$ cat src/rtl/ctg_pkg.sv
package ctg_pkg;
   // ****************************************
   // register map, read side
   // ****************************************
   localparam logic [3:0] RD_IN_CHANGE = 4'h4;
   localparam logic [3:0] RD_INT_STATUS = 4'h5;
   localparam logic [3:0] RD_COUNT_UPPER = 4'h6;
   localparam logic [3:0] RD_COUNT_LOWER = 4'h7;
   localparam logic [3:0] RD_IN_PINS = 4'hD;
   localparam logic [3:0] RD_START_CMD = 4'hE;
   localparam logic [3:0] RD_STOP_CMD = 4'hF;
   // ****************************************
   // register map, write side
   // ****************************************
   localparam logic [3:0] WR_CLK_SEL_A = 4'h1;
   localparam logic [3:0] WR_CMD_A = 4'h2;
   localparam logic [3:0] WR_AUX_CTRL = 4'h4;
   localparam logic [3:0] WR_INT_MASK = 4'h5;
   localparam logic [3:0] WR_DIV_UPPER = 4'h6;
   localparam logic [3:0] WR_DIV_LOWER = 4'h7;
   localparam logic [3:0] WR_CLK_SEL_B = 4'h9;
   localparam logic [3:0] WR_CMD_B = 4'hA;
   localparam logic [3:0] WR_OUT_CFG = 4'hD;
   localparam logic [3:0] WR_OUT_SET = 4'hE;
   localparam logic [3:0] WR_OUT_CLR = 4'hF;
   // ****************************************
   // fields and codes
   // ****************************************
   localparam logic [3:0] CMD_TMO_ON = 4'hA;
   localparam logic [3:0] CMD_TMO_OFF = 4'hC;
   localparam logic [3:0] CSR_SEL_CT = 4'hD;
   localparam int ACR_TIMER_BIT = 6;
   localparam int ACR_PRESCALE_BIT = 4;
   localparam int ISR_CT_READY_BIT = 3;
   localparam int ISR_IN_CHANGE_BIT = 7;
   localparam logic [15:0] CT_ROLL_VALUE = 16'hFF55;
   localparam logic [7:0] RESET_BYTE = 8'h00;
   localparam logic [15:0] RESET_DIVISOR = 16'h0000;
   // ****************************************
   // timing
   // ****************************************
   localparam int CLK_HZ = 200000000;
   localparam int SAMPLE_HZ = 38400;
   localparam int SAMPLE_CYC = CLK_HZ / SAMPLE_HZ;
   localparam int CT_PRESCALE = 16;
   typedef enum logic [1:0] {CT_IDLE, CT_RUN, CT_RELOAD, CT_RESTART} ctg_ct_state_t;
endpackage

$ cat src/rtl/ctg_chg_det.sv
module ctg_chg_det
   import ctg_pkg::*;
(
   input wire logic clk, // system clock
   input wire logic reset, // async reset, high
   input wire logic sample_tick, // one-cycle sampling enable
   input wire logic [3:0] pins, // raw input levels
   output logic [3:0] level, // qualified levels
   output logic [3:0] change // one-cycle pulse per qualified edge
);
   logic [3:0] last_sample_ff;

   // ****************************************
   // two successive samples at the new level
   // ****************************************
   always_ff @(posedge clk or posedge reset) begin
      if (reset) begin
         last_sample_ff <= 4'hF;
         level <= 4'hF;
         change <= 4'h0;
      end else begin
         change <= 4'h0;
         if (sample_tick) begin
            last_sample_ff <= pins;
            for (int i = 0; i < 4; i++) begin
               if (pins[i] == last_sample_ff[i] && pins[i] != level[i]) begin
                  level[i] <= pins[i];
                  change[i] <= 1'b1;
               end
            end
         end
      end
   end

   property p_two_samples;
      @(posedge clk) disable iff (reset)
      |change |-> $past(sample_tick) && ($past(pins) & change) == (level & change)
         && ($past(last_sample_ff) & change) == (level & change);
   endproperty
   a_two_samples: assert property (p_two_samples) else $error("unqualified change");

   // level may only move on a sampling tick, never between them
   property p_level_on_tick;
      @(posedge clk) disable iff (reset)
      !sample_tick |=> $stable(level);
   endproperty
   a_level_on_tick: assert property (p_level_on_tick) else $error("level moved off tick");
endmodule

$ cat src/rtl/ctg_top.sv
module ctg_top
   import ctg_pkg::*;
#(
   parameter int SAMPLE_CYCLES = SAMPLE_CYC
)
(
   input wire logic clk, // system clock, 200 MHz
   input wire logic reset, // async reset, high
   input wire logic [3:0] addr, // register address
   input wire logic [7:0] wdata, // write data
   input wire logic wr_stb, // one-cycle write strobe
   input wire logic rd_stb, // one-cycle read strobe
   output logic [7:0] rdata, // read data, valid cycle after rd_stb
   input wire logic alt_bus_mode, // 1: input 6 serves as bus acknowledge
   input wire logic [6:0] in_pins, // general inputs
   input wire logic ext_ct_tick, // external counter clock enable
   input wire logic rx_load_a, // channel a character into its fifo
   input wire logic rx_load_b, // channel b character into its fifo
   input wire logic [7:0] isr_other, // other interrupt sources
   input wire logic [1:0] op01_src, // channel-driven values for outputs 0,1
   input wire logic [7:2] op_alt_src, // alternate sources for outputs 2 and 4..7; bit 3 is unused, since output 3 takes ct_out when selected
   output logic [7:0] out_pins, // general outputs
   output logic ct_out, // counter-timer output
   output logic [7:0] clk_sel_a, // channel a clock selection
   output logic [7:0] clk_sel_b, // channel b clock selection
   output logic [3:0] x16_mode, // rx a, tx a, rx b, tx b oversampling
   output logic intr_n // interrupt, active low
);
   // ****************************************
   // register file
   // ****************************************
   logic [7:0] acr_ff, imr_ff, output_source_config_ff, latch_ff, div_hi_ff, div_lo_ff;
   logic [7:0] csr_a_ff, csr_b_ff;
   logic [3:0] in_delta_ff;
   logic tmo_a_ff, tmo_b_ff, ready_ff, ct_out_ff, done_ff;
   logic [15:0] cnt_ff;
   ctg_ct_state_t state_ff;
   logic [12:0] sample_div_ff;
   logic [3:0] pre_div_ff;
   logic sample_tick, pre_tick, ct_tick;
   logic [3:0] chg_level, chg_pulse;

   logic wr_any, rd_ips, rd_start, rd_stop, tmo_on, timer_mode, rx_hit, expire;
   logic cmd_a_on, cmd_b_on;
   logic [7:0] isr_val;

   function automatic logic is_wr(input logic [3:0] a, input logic [3:0] off);
      return wr_stb && a == off;
   endfunction

   function automatic logic is_rd(input logic [3:0] a, input logic [3:0] off);
      return rd_stb && a == off;
   endfunction

   assign wr_any = wr_stb;
   assign rd_ips = is_rd(addr, RD_IN_CHANGE);
   assign rd_start = is_rd(addr, RD_START_CMD);
   assign rd_stop = is_rd(addr, RD_STOP_CMD);
   assign cmd_a_on = is_wr(addr, WR_CMD_A) && wdata[7:4] == CMD_TMO_ON;
   assign cmd_b_on = is_wr(addr, WR_CMD_B) && wdata[7:4] == CMD_TMO_ON;
   assign tmo_on = tmo_a_ff || tmo_b_ff;
   assign timer_mode = acr_ff[ACR_TIMER_BIT] && !tmo_on;
   assign rx_hit = (rx_load_a && tmo_a_ff) || (rx_load_b && tmo_b_ff);

   always_ff @(posedge clk or posedge reset) begin
      if (reset) begin
         acr_ff <= RESET_BYTE;
         imr_ff <= RESET_BYTE;
         output_source_config_ff <= RESET_BYTE;
         div_hi_ff <= RESET_BYTE;
         div_lo_ff <= RESET_BYTE;
         csr_a_ff <= RESET_BYTE;
         csr_b_ff <= RESET_BYTE;
      end else if (wr_any) begin
         unique case (addr)
            WR_AUX_CTRL: acr_ff <= wdata;
            WR_INT_MASK: imr_ff <= wdata;
            WR_OUT_CFG: output_source_config_ff <= wdata;
            WR_DIV_UPPER: div_hi_ff <= wdata;
            WR_DIV_LOWER: div_lo_ff <= wdata;
            WR_CLK_SEL_A: csr_a_ff <= wdata;
            WR_CLK_SEL_B: csr_b_ff <= wdata;
            default: ;
         endcase
      end
   end

   // ****************************************
   // output latch
   // ****************************************
   always_ff @(posedge clk or posedge reset) begin
      if (reset) begin
         latch_ff <= RESET_BYTE;
      end else if (is_wr(addr, WR_OUT_SET)) begin
         latch_ff <= latch_ff | wdata;
      end else if (is_wr(addr, WR_OUT_CLR)) begin
         latch_ff <= latch_ff & ~wdata;
      end
   end

   always_comb begin
      out_pins[1:0] = op01_src;
      for (int k = 2; k < 8; k++) begin
         out_pins[k] = output_source_config_ff[k] ? op_alt_src[k] : ~latch_ff[k];
      end
      if (output_source_config_ff[3]) begin
         out_pins[3] = ct_out_ff;
      end
   end

   // ****************************************
   // time-out enables per channel
   // ****************************************
   always_ff @(posedge clk or posedge reset) begin
      if (reset) begin
         tmo_a_ff <= 1'b0;
         tmo_b_ff <= 1'b0;
      end else begin
         if (cmd_a_on) begin
            tmo_a_ff <= 1'b1;
         end else if (is_wr(addr, WR_CMD_A) && wdata[7:4] == CMD_TMO_OFF) begin
            tmo_a_ff <= 1'b0;
         end
         if (cmd_b_on) begin
            tmo_b_ff <= 1'b1;
         end else if (is_wr(addr, WR_CMD_B) && wdata[7:4] == CMD_TMO_OFF) begin
            tmo_b_ff <= 1'b0;
         end
      end
   end

   // ****************************************
   // clock enables
   // ****************************************
   // 38.4 kHz tap, a period of about 26 us
   always_ff @(posedge clk or posedge reset) begin
      if (reset) begin
         sample_div_ff <= 13'h0000;
      end else if (sample_div_ff == 13'(SAMPLE_CYCLES - 1)) begin
         sample_div_ff <= 13'h0000;
      end else begin
         sample_div_ff <= sample_div_ff + 13'h0001;
      end
   end
   assign sample_tick = sample_div_ff == 13'(SAMPLE_CYCLES - 1);

   always_ff @(posedge clk or posedge reset) begin
      if (reset) begin
         pre_div_ff <= 4'h0;
      end else begin
         pre_div_ff <= pre_div_ff + 4'h1;
      end
   end
   assign pre_tick = pre_div_ff == 4'(CT_PRESCALE - 1);
   assign ct_tick = acr_ff[ACR_PRESCALE_BIT] ? pre_tick : ext_ct_tick;

   // ****************************************
   // counter-timer
   // ****************************************
   assign expire = ct_tick && state_ff == CT_RUN && cnt_ff == 16'h0000;

   always_ff @(posedge clk or posedge reset) begin
      if (reset) begin
         state_ff <= CT_IDLE;
         cnt_ff <= RESET_DIVISOR;
         ct_out_ff <= 1'b1;
         done_ff <= 1'b0;
      end else if (cmd_a_on || cmd_b_on) begin
         state_ff <= CT_IDLE;
      end else if (tmo_on) begin
         if (rx_hit && state_ff != CT_RESTART) begin
            state_ff <= CT_RELOAD;
         end else if (ct_tick) begin
            unique case (state_ff)
               CT_RELOAD: begin
                  cnt_ff <= {div_hi_ff, div_lo_ff};
                  state_ff <= CT_RESTART;
               end
               CT_RESTART: state_ff <= CT_RUN;
               CT_RUN: begin
                  if (cnt_ff == 16'h0000) begin
                     state_ff <= CT_IDLE;
                  end else begin
                     cnt_ff <= cnt_ff - 16'h0001;
                  end
               end
               CT_IDLE: ;
            endcase
         end
      end else if (rd_start) begin
         cnt_ff <= {div_hi_ff, div_lo_ff};
         state_ff <= CT_RUN;
         ct_out_ff <= 1'b1;
         done_ff <= 1'b0;
      end else if (rd_stop && !timer_mode) begin
         state_ff <= CT_IDLE;
      end else if (ct_tick && state_ff == CT_RUN) begin
         if (timer_mode) begin
            // half period equals the divisor
            if (cnt_ff <= 16'h0001) begin
               cnt_ff <= {div_hi_ff, div_lo_ff};
               ct_out_ff <= !ct_out_ff;
            end else begin
               cnt_ff <= cnt_ff - 16'h0001;
            end
         end else if (cnt_ff == 16'h0000) begin
            cnt_ff <= CT_ROLL_VALUE;
            ct_out_ff <= 1'b0;
            done_ff <= 1'b1;
         end else begin
            cnt_ff <= cnt_ff - 16'h0001;
         end
      end
   end
   assign ct_out = ct_out_ff;

   // ****************************************
   // ready flag: set beats the stop-read clear in timer mode only (counter-mode stop read preempts the set); rx_hit and time-out-on clears win
   // ****************************************
   logic ready_set, ready_clr;
   always_comb begin
      ready_set = 1'b0;
      if (cmd_a_on || cmd_b_on || (!tmo_on && (rd_start || (rd_stop && !timer_mode)))) begin
         ready_set = 1'b0; // counter update is preempted this cycle
      end else if (tmo_on) begin
         ready_set = expire && !rx_hit;
      end else if (ct_tick && state_ff == CT_RUN) begin
         if (timer_mode) begin
            ready_set = cnt_ff <= 16'h0001 && ct_out_ff;
         end else begin
            ready_set = cnt_ff == 16'h0000 && !done_ff;
         end
      end
      ready_clr = (rd_stop && !tmo_on) || rx_hit || cmd_a_on || cmd_b_on;
   end

   always_ff @(posedge clk or posedge reset) begin
      if (reset) begin
         ready_ff <= 1'b0;
      end else if (ready_set) begin
         ready_ff <= 1'b1;
      end else if (ready_clr) begin
         ready_ff <= 1'b0;
      end
   end

   // ****************************************
   // input port and change register
   // ****************************************
   ctg_chg_det u_chg (
      .clk(clk),
      .reset(reset),
      .sample_tick(sample_tick),
      .pins(in_pins[3:0]),
      .level(chg_level),
      .change(chg_pulse)
   );

   always_ff @(posedge clk or posedge reset) begin
      if (reset) begin
         in_delta_ff <= 4'h0;
      end else begin
         in_delta_ff <= (rd_ips ? 4'h0 : in_delta_ff) | chg_pulse;
      end
   end

   // ****************************************
   // status, interrupt, read mux
   // ****************************************
   always_comb begin
      isr_val = isr_other;
      isr_val[ISR_CT_READY_BIT] = ready_ff;
      isr_val[ISR_IN_CHANGE_BIT] = |(in_delta_ff & acr_ff[3:0]);
   end
   assign intr_n = !(|(isr_val & imr_ff));

   always_ff @(posedge clk or posedge reset) begin
      if (reset) begin
         rdata <= RESET_BYTE;
      end else if (rd_stb) begin
         unique case (addr)
            RD_IN_CHANGE: rdata <= {in_delta_ff, chg_level};
            RD_INT_STATUS: rdata <= isr_val;
            RD_COUNT_UPPER: rdata <= cnt_ff[15:8];
            RD_COUNT_LOWER: rdata <= cnt_ff[7:0];
            RD_IN_PINS: rdata <= {1'b1, in_pins[6] & !alt_bus_mode, in_pins[5:0]};
            default: rdata <= RESET_BYTE;
         endcase
      end
   end

   assign clk_sel_a = csr_a_ff;
   assign clk_sel_b = csr_b_ff;
   assign x16_mode = {csr_b_ff[3:0] == CSR_SEL_CT, csr_b_ff[7:4] == CSR_SEL_CT,
                      csr_a_ff[3:0] == CSR_SEL_CT, csr_a_ff[7:4] == CSR_SEL_CT};

   // ****************************************
   // checks
   // ****************************************
   property p_count_zero;
      @(posedge clk) disable iff (reset)
      !tmo_on && !timer_mode && !rd_start && !rd_stop && ct_tick && state_ff == CT_RUN
         && cnt_ff == 16'h0000 && !done_ff
      |=> ready_ff && !ct_out_ff && cnt_ff == CT_ROLL_VALUE;
   endproperty
   a_count_zero: assert property (p_count_zero) else $error("zero count missed");

   property p_roll_quiet;
      @(posedge clk) disable iff (reset)
      !tmo_on && !timer_mode && done_ff && !rd_start ##1 !tmo_on && done_ff && !rd_start
      |-> !ct_out_ff;
   endproperty
   a_roll_quiet: assert property (p_roll_quiet) else $error("output moved after roll");

   property p_tmo_restart;
      @(posedge clk) disable iff (reset)
      tmo_on && rx_hit && !cmd_a_on && !cmd_b_on && state_ff != CT_RESTART
      |=> state_ff == CT_RELOAD && !ready_ff;
   endproperty
   a_tmo_restart: assert property (p_tmo_restart) else $error("character did not restart");

   property p_tmo_on_cmd;
      @(posedge clk) disable iff (reset)
      cmd_a_on |=> state_ff == CT_IDLE && !ready_ff && tmo_a_ff;
   endproperty
   a_tmo_on_cmd: assert property (p_tmo_on_cmd) else $error("time-out on misbehaved");

   property p_ignore_start;
      @(posedge clk) disable iff (reset)
      tmo_on && state_ff == CT_IDLE && rd_start && !rx_hit |=> state_ff == CT_IDLE;
   endproperty
   a_ignore_start: assert property (p_ignore_start) else $error("start honoured");

   property p_reload;
      @(posedge clk) disable iff (reset)
      tmo_on && state_ff == CT_RELOAD && ct_tick && !rx_hit && !cmd_a_on && !cmd_b_on
      |=> state_ff == CT_RESTART && cnt_ff == $past({div_hi_ff, div_lo_ff});
   endproperty
   a_reload: assert property (p_reload) else $error("reload wrong");

   property p_expire_int;
      @(posedge clk) disable iff (reset)
      expire && tmo_on && !rx_hit && imr_ff[ISR_CT_READY_BIT] && !wr_stb |=> !intr_n;
   endproperty
   a_expire_int: assert property (p_expire_int) else $error("no interrupt on expiry");

   property p_pin_read;
      @(posedge clk) disable iff (reset)
      rd_stb && addr == RD_IN_PINS |=> rdata[7] && rdata[5:0] == $past(in_pins[5:0]);
   endproperty
   a_pin_read: assert property (p_pin_read) else $error("input port read wrong");

   property p_set_bits;
      @(posedge clk) disable iff (reset)
      wr_stb && addr == WR_OUT_SET |=> latch_ff == ($past(latch_ff) | $past(wdata));
   endproperty
   a_set_bits: assert property (p_set_bits) else $error("set bits wrong");

   property p_clr_bits;
      @(posedge clk) disable iff (reset)
      wr_stb && addr == WR_OUT_CLR |=> latch_ff == ($past(latch_ff) & ~$past(wdata));
   endproperty
   a_clr_bits: assert property (p_clr_bits) else $error("clear bits wrong");

   property p_delta_clear;
      @(posedge clk) disable iff (reset)
      rd_ips && chg_pulse == 4'h0 |=> in_delta_ff == 4'h0;
   endproperty
   a_delta_clear: assert property (p_delta_clear) else $error("change bits kept");

   c_count_expire: cover property (@(posedge clk) disable iff (reset) ready_set && !tmo_on);
   c_tmo_expire: cover property (@(posedge clk) disable iff (reset) expire && tmo_on);
   c_tmo_withdraw: cover property (@(posedge clk) disable iff (reset)
      ready_ff && rx_hit ##1 !ready_ff);
   c_in_change: cover property (@(posedge clk) disable iff (reset) |chg_pulse);
endmodule

$ cat config.mk
export PLATFORM = sky130hd
export DESIGN_NAME = ctg_top
export DESIGN_NICKNAME = d
export VERILOG_FILES = /design/src/rtl/ctg_pkg.sv /design/src/rtl/ctg_chg_det.sv /design/src/rtl/ctg_top.sv
export SDC_FILE = /design/constraint.sdc
export NUM_CORES = 1
export LEC_CHECK = 0
export BUFFER_PORTS_ARGS = -buffer_cell sky130_fd_sc_hd__buf_4
export CAP_MARGIN = 20
export CORE_ASPECT_RATIO = 1.2
export CORE_MARGIN = 5
export CORE_UTILIZATION = 55
export DETAILED_ROUTE_END_ITERATION = 12
export GPL_ROUTABILITY_DRIVEN = 1
export GPL_TIMING_DRIVEN = 0
export HOLD_SLACK_MARGIN = 0.15
export PLACE_DENSITY = 0.76
export SLEW_MARGIN = 0
export SYNTH_ARGS = -nofsm -noshare
export SYNTH_HDL_FRONTEND = slang
export SYNTH_SLANG_ARGS = --single-unit
$ cat constraint.sdc
create_clock -name clk -period 5.03 [get_ports clk]
set_input_delay 1.006 -clock clk [delete_from_list [all_inputs] [get_ports clk]]
set_output_delay 1.006 -clock clk [all_outputs]
set_load 0.05 [all_outputs]
Yosys cells after proc, flatten, opt, wreduce, memory -nomap -nowiden
Cells that the tools add are included.
{ "totals": {"reg_bits": 127, "latch_bits": 0, "ramBits": 0, "mem_bits_ro": 0, "in_bits": 43, "out_inout_bits": 38, "mem_count": 0} }
{ "op_classes": {"addsub": 3, "n_mul": 0, "div": 0, "magnitude_cmp": 1, "n_eq_ne": 42, "shifts": 0, "muxes": 57, "bitwise_logic": 15, "n_reduce_logical": 69} }
{ "op_table": {"columns": ["cell", "n"], "rows": [
  ["two-way mux 16 bit", 10],
  ["== test 4 bit (second input constant)", 12],
  ["case mux 8 bit (5 select lines)", 1],
  ["two-way mux 1 bit", 32],
  ["case mux 16 bit (2 select lines)", 1],
  ["logical AND 1 bit", 27],
  ["AND reduction 2 bit", 11],
  ["AND 8 bit", 2],
  ["== test 4 x 3 -> 1 bit (second input constant)", 4],
  ["less-or-equal comparator 16 x 1 -> 1 bit (second input constant)", 1],
  ["logical NOT 16 bit", 1],
  ["two-way mux 8 bit", 2],
  ["subtractor 16 x 1 -> 16 bit (second input constant)", 1],
  ["two-way mux 2 bit", 7],
  ["adder 13 x 1 -> 13 bit (second input constant)", 1],
  ["== test 13 bit (second input constant)", 1],
  ["two-way mux 13 bit", 1],
  ["AND reduction 6 bit", 2],
  ["nonzero test 2 bit", 6],
  ["inequality test 2 bit (second input constant)", 5],
  ["logical OR 1 bit", 8],
  ["two-way mux 4 bit", 2],
  ["NOT 1 bit", 8],
  ["NOT 8 bit", 1],
  ["other kinds (25)", 40]
]} }

Depth between registers and ports, before layout
{ "depth": {"depth_word": 10, "ltp_mapped": 9, "mapped_depth_nobuf": 8} }

Hierarchy
From an unflattened synthesis, not the netlist that was laid out.
{ "hier_totals": {"hier_cells": 582, "area_unflattened_um2": 6378.6} }
{ "modules_own_cells": {"columns": ["mod", "n_inst", "cells_per_inst", "area_per_inst_um2"], "rows": [
  ["ctg_top", 1, 538, 5823.1],
  ["ctg_chg_det", 1, 44, 555.5]
]} }

Worst setup path after synthesis
OpenSTA, ideal clock, no wires.
{ "synth_path": {"path_type": "input to output", "startpoint": "input isr_other[0]", "endpoint": "output intr_n", "arrival_time_ps": 1817, "path_slack_ps": 2207, "cell_stages": 2, "path_cell_list": "a222oi_1 > o2111a_1"} }
{ "synth_via": {"elab_chain_cells": 3} }
{ "synth_rtl": {"columns": ["element", "line_no", "source"], "rows": [
  ["start: declaration", "ctg_top.sv:19", "input wire logic [7:0] isr_other,"],
  ["AND 8 bit", "ctg_top.sv:275", "assign intr_n = !(|(isr_val & imr_ff));"],
  ["OR reduction 8 bit", "ctg_top.sv:275", null],
  ["logical NOT 1 bit", "ctg_top.sv:275", null],
  ["end: declaration", "ctg_top.sv:27", "output logic intr_n"]
]} }
Every way passes these cells.

Worst setup path after layout
Same ends and word-level chain as after synthesis.

==> metrics.yaml <==
global_route:
  grt-ovfl-total: 0
  antenna_found_initial: 0
  grt_pass1_wl_um: 28200
  grt_max_degree: 67
  grt_pass1_vias: 5241
  grtUsageTotal_pct: 27.1
place:
  port_buffers: 72
  dp_hpwl_um: 12700
  placed_cells: 839
  dp_slack_ns: 1.76
  gp_congestion: 0.923
critical_path:
  crit_slowest_cell: "a222oi_1"
  start_kind: "input port"
  path_max_fanout: 2
  r2r_slack_ns: 2.47
  worst_ep_arrival_time_ns: 2.01
  crit_path_frequent_cell: "buf_4"
  cp.required_ns: 4.02
  worstSetupEndpointType: "output port"
  path_class: "input port to output port"
  r2r_start: "cnt_ff[0]$_DFFE_PP0P_"
  worst-r2r-cell-count: 8
  crit_chain: "buf_4 > a222oi_1 > o2111a_1 > buf_4"
  r2r-end: "cnt_ff[9]$_DFFE_PP0P_"
  slowest_delay_ns: 0.35
timing:
  layout_min_cycle_time_ns: 3.02
  fin_ws_ns: 2.01
  hold_viol_final: 0
  rsz0062_at_grt: "false"
  worst_slew_pin_slew_ns: 1.01
  fmax_mhz: 331
  max_slew_margin_pct: 32.7
  fin_skew_ns: 0.00628
  period_share_pct: 60.1
  setup_viol: 0
  final_max_slew_viol_count: 0
final_layout:
  area_delta_synth_final_pct: 22.2
  mostFrequentLayoutCell: "dfrtp_1"
  layout.cells.non_filler: 871
  final_layout_size_suffix_gt1_share_pct: 27.3
  diodes: 0
  most-common-layout-cells: "113 x dfrtp_1, 76 x buf_4, 57 x mux2_2"
  fin_nets: 752
drt:
  drc_errors: 0
  wl_per_cell_um: 20.2
  via_count: 5275
  viasPerCell: 6.06
  first_pass_iters: 5
  drt-total-wl_um: 17600
  ant_nets: 0
  first_iter_violations: 352
clocking:
  cts-root-buf: "clkbuf_16"
  cts.sinks: 122
  insertion_delay_ns: 0.42
  cts_resized: 0
  clockBufferDepth: 2
  cts_tree: "yes"
  cts_buffers: 17
  htreeDepth: 4
  postCtsSetupBuffers: 0
  holdBufCountCts: 0
  clkTransAtPathRegs_ns: 0.06
power:
  p_leak_nw: 3.36
  netSwitchingFraction_pct: 35.6
  irDropWorstVdd_mv: 0.286
  p_per_area_nw_per_um2: 493
  power.share.clock_pct: 33.8
  intPower_mw: 2.42
  p_sw_mw: 1.34
  power.share.combinational_pct: 29.8
  seq_power_share_pct: 36.4
synthesis:
  syn_inst: 612
  ys.flop_type: "dfrtp_1"
  async_flop_share_pct: 100
  yosys_warnings: 0
  yosysSeqAreaShare_pct: 49.1
  syn_area_um2: 6240
  synthTopCellsByArea: "dfrtp_1 45%, mux2_2 10%, dfstp_2 3.8%, o21ai_0 3.4%, nor2_1 2.9%"
  yosys.area.top_type: "dfrtp_1"
  avgSynthCellArea_um2: 10.2
  synth_cell_types: 63
  synth.ff_latch_count: 122
  synth_top_area_share_pct: 45.3
  synth-edff-count: 0
  synth_fp_nets: 660
floorplan:
  fp.dieArea_um2: 13600
  die_x_um: 107
  start_util_pct: 56.3
  num_rows: 42
  core_area_um2: 11100
  die_y_um: 127
  io_pins: 81
worst_hold_path:
  hp-start: "u_chg.change[3]$_DFF_PP0_"
  hp-class: "register to register"
  hold_depth: 1
  whs_endpoint: "in_delta_ff[3]$_DFF_PP0_"
run_status:
  status: "completed"
job:
  cap_violations: 0
-- critical path: cells and delay by family --
family,cells,cell delay [ns]
compound gates,2,0.66
buf+inv,2,0.35
-- logic make-up (layout without fill, tap and decap cells) --
family,after synthesis,count (layout),share of synthesized area [%]
and+or+nand+nor,192,192,15.9
AOI/OAI and AO/OA,153,153,15.8
DFF,122,122,49.1
muxes,67,67,12.1
buffers and inverters,57,162,3.93
xor gates and xnor gates,16,16,2.24
adders and majority gates,5,5,1.00
-- power by group through the flow --
stage / Clock [mW] / Combinational [mW] / Sequential [mW]
finish: 1.27 / 1.12 / 1.37
global route: 1.33 / 1.20 / 1.39
CTS: 1.28 / 1.12 / 1.36
detailed placement: 0 / 1.11 / 1.38
global placement: 0 / 1.08 / 1.37
floorplan: 0 / 0.681 / 1.45
-- cells in the mapped netlist (3+ instances only) --
master / number
a22oi_1: 13
nand2b_1: 6
nor2b_1: 6
nor4_1: 8
nor3b_1: 3
nor3_1: 13
and4b_1: 5
or2_2: 4
nand3_1: 26
buf_4: 4
dfrtp_1: 113
nor2_1: 48
nand2_1: 43
o22a_1: 5
and2_1: 3
o21ai_0: 42
a2bb2oi_1: 9
inv_1: 27
xor2_1: 11
a21o_1: 6
o22ai_1: 14
and3_1: 5
a21oi_1: 34
o21a_1: 3
buf_1: 3
buf_2: 7
dfstp_2: 9
nand4_1: 6
a31oi_1: 9
ha_1: 5
mux2i_1: 9
or3_1: 3
mux2_2: 57
clkbuf_1: 15
xnor2_1: 5
-- per-layer routing --
layer / wire, um / up-vias / GRT usage [%]
met5: 0 / - / 0
met4: 529 / 0 / 8.58
met3: 813 / 34 / 6.45
met2: 9140 / 158 / 46.0
met1: 7130 / 2655 / 34.1
li1: - / 2428 / -
-- per-stage QoR --
| step | hold WS, ns | setup TNS (ns) | util (%) | power (mW) | area (um2) |
|---|---|---|---|---|---|
| 2_1_floorplan | 0.404 | 0 | - | 2.13 | 6240 |
| 5_1_grt | 0.450 | 0 | 68.8 | 3.93 | 7630 |
| 4_1_cts | 0.422 | 0 | 68.8 | 3.76 | 7630 |
| 6_report | 0.423 | 0 | 68.8 | 3.76 | 7630 |
| 3_3_place_gp | 0.408 | -58.43 | 62.9 | 2.45 | 6980 |
| 3_5_place_dp | 0.416 | 0 | 63.2 | 2.49 | 7010 |
-- flip-flops by register name, indices dropped and copies added (netlist names), 6 cells and up, named ones only --
| signal | count |
|---|---|
| div_hi_ff | 8 |
| rdata | 8 |
| output_source_config_ff | 6 |
| imr_ff | 8 |
| clk_sel_a | 8 |
| div_lo_ff | 8 |
| sample_div_ff | 13 |
| acr_ff | 6 |
| cnt_ff | 16 |
| clk_sel_b | 8 |
-- worst max-delay path by stage --
stage	start	slack [ns]	cells after the start	endpoint
CTS	isr_other[0]	2.03	4	intr_n
detailed placement	addr[0]	1.76	8	rdata[6]$_DFFE_PP0P_
global placement	reset	-0.53	2	cnt_ff[11]$_DFFE_PP0P_
global route	in_delta_ff[2]$_DFF_PP0_	1.99	4	intr_n
finish	isr_other[0]	2.01	4	intr_n
floorplan	reset	0.80	1	async pin
-- area by class of cell --
type,instances,area (um2)
Fill cell,840,3460
Inverter,27,106
Buffer,30,144
Sequential cell,122,3060
Clock buffer,20,457
Clock inverter,12,163
Multi-Input combinational cell,433,2930
Tap cell,154,193
Timing Repair Buffer,73,568
Power figures use the tool's default switching activity.
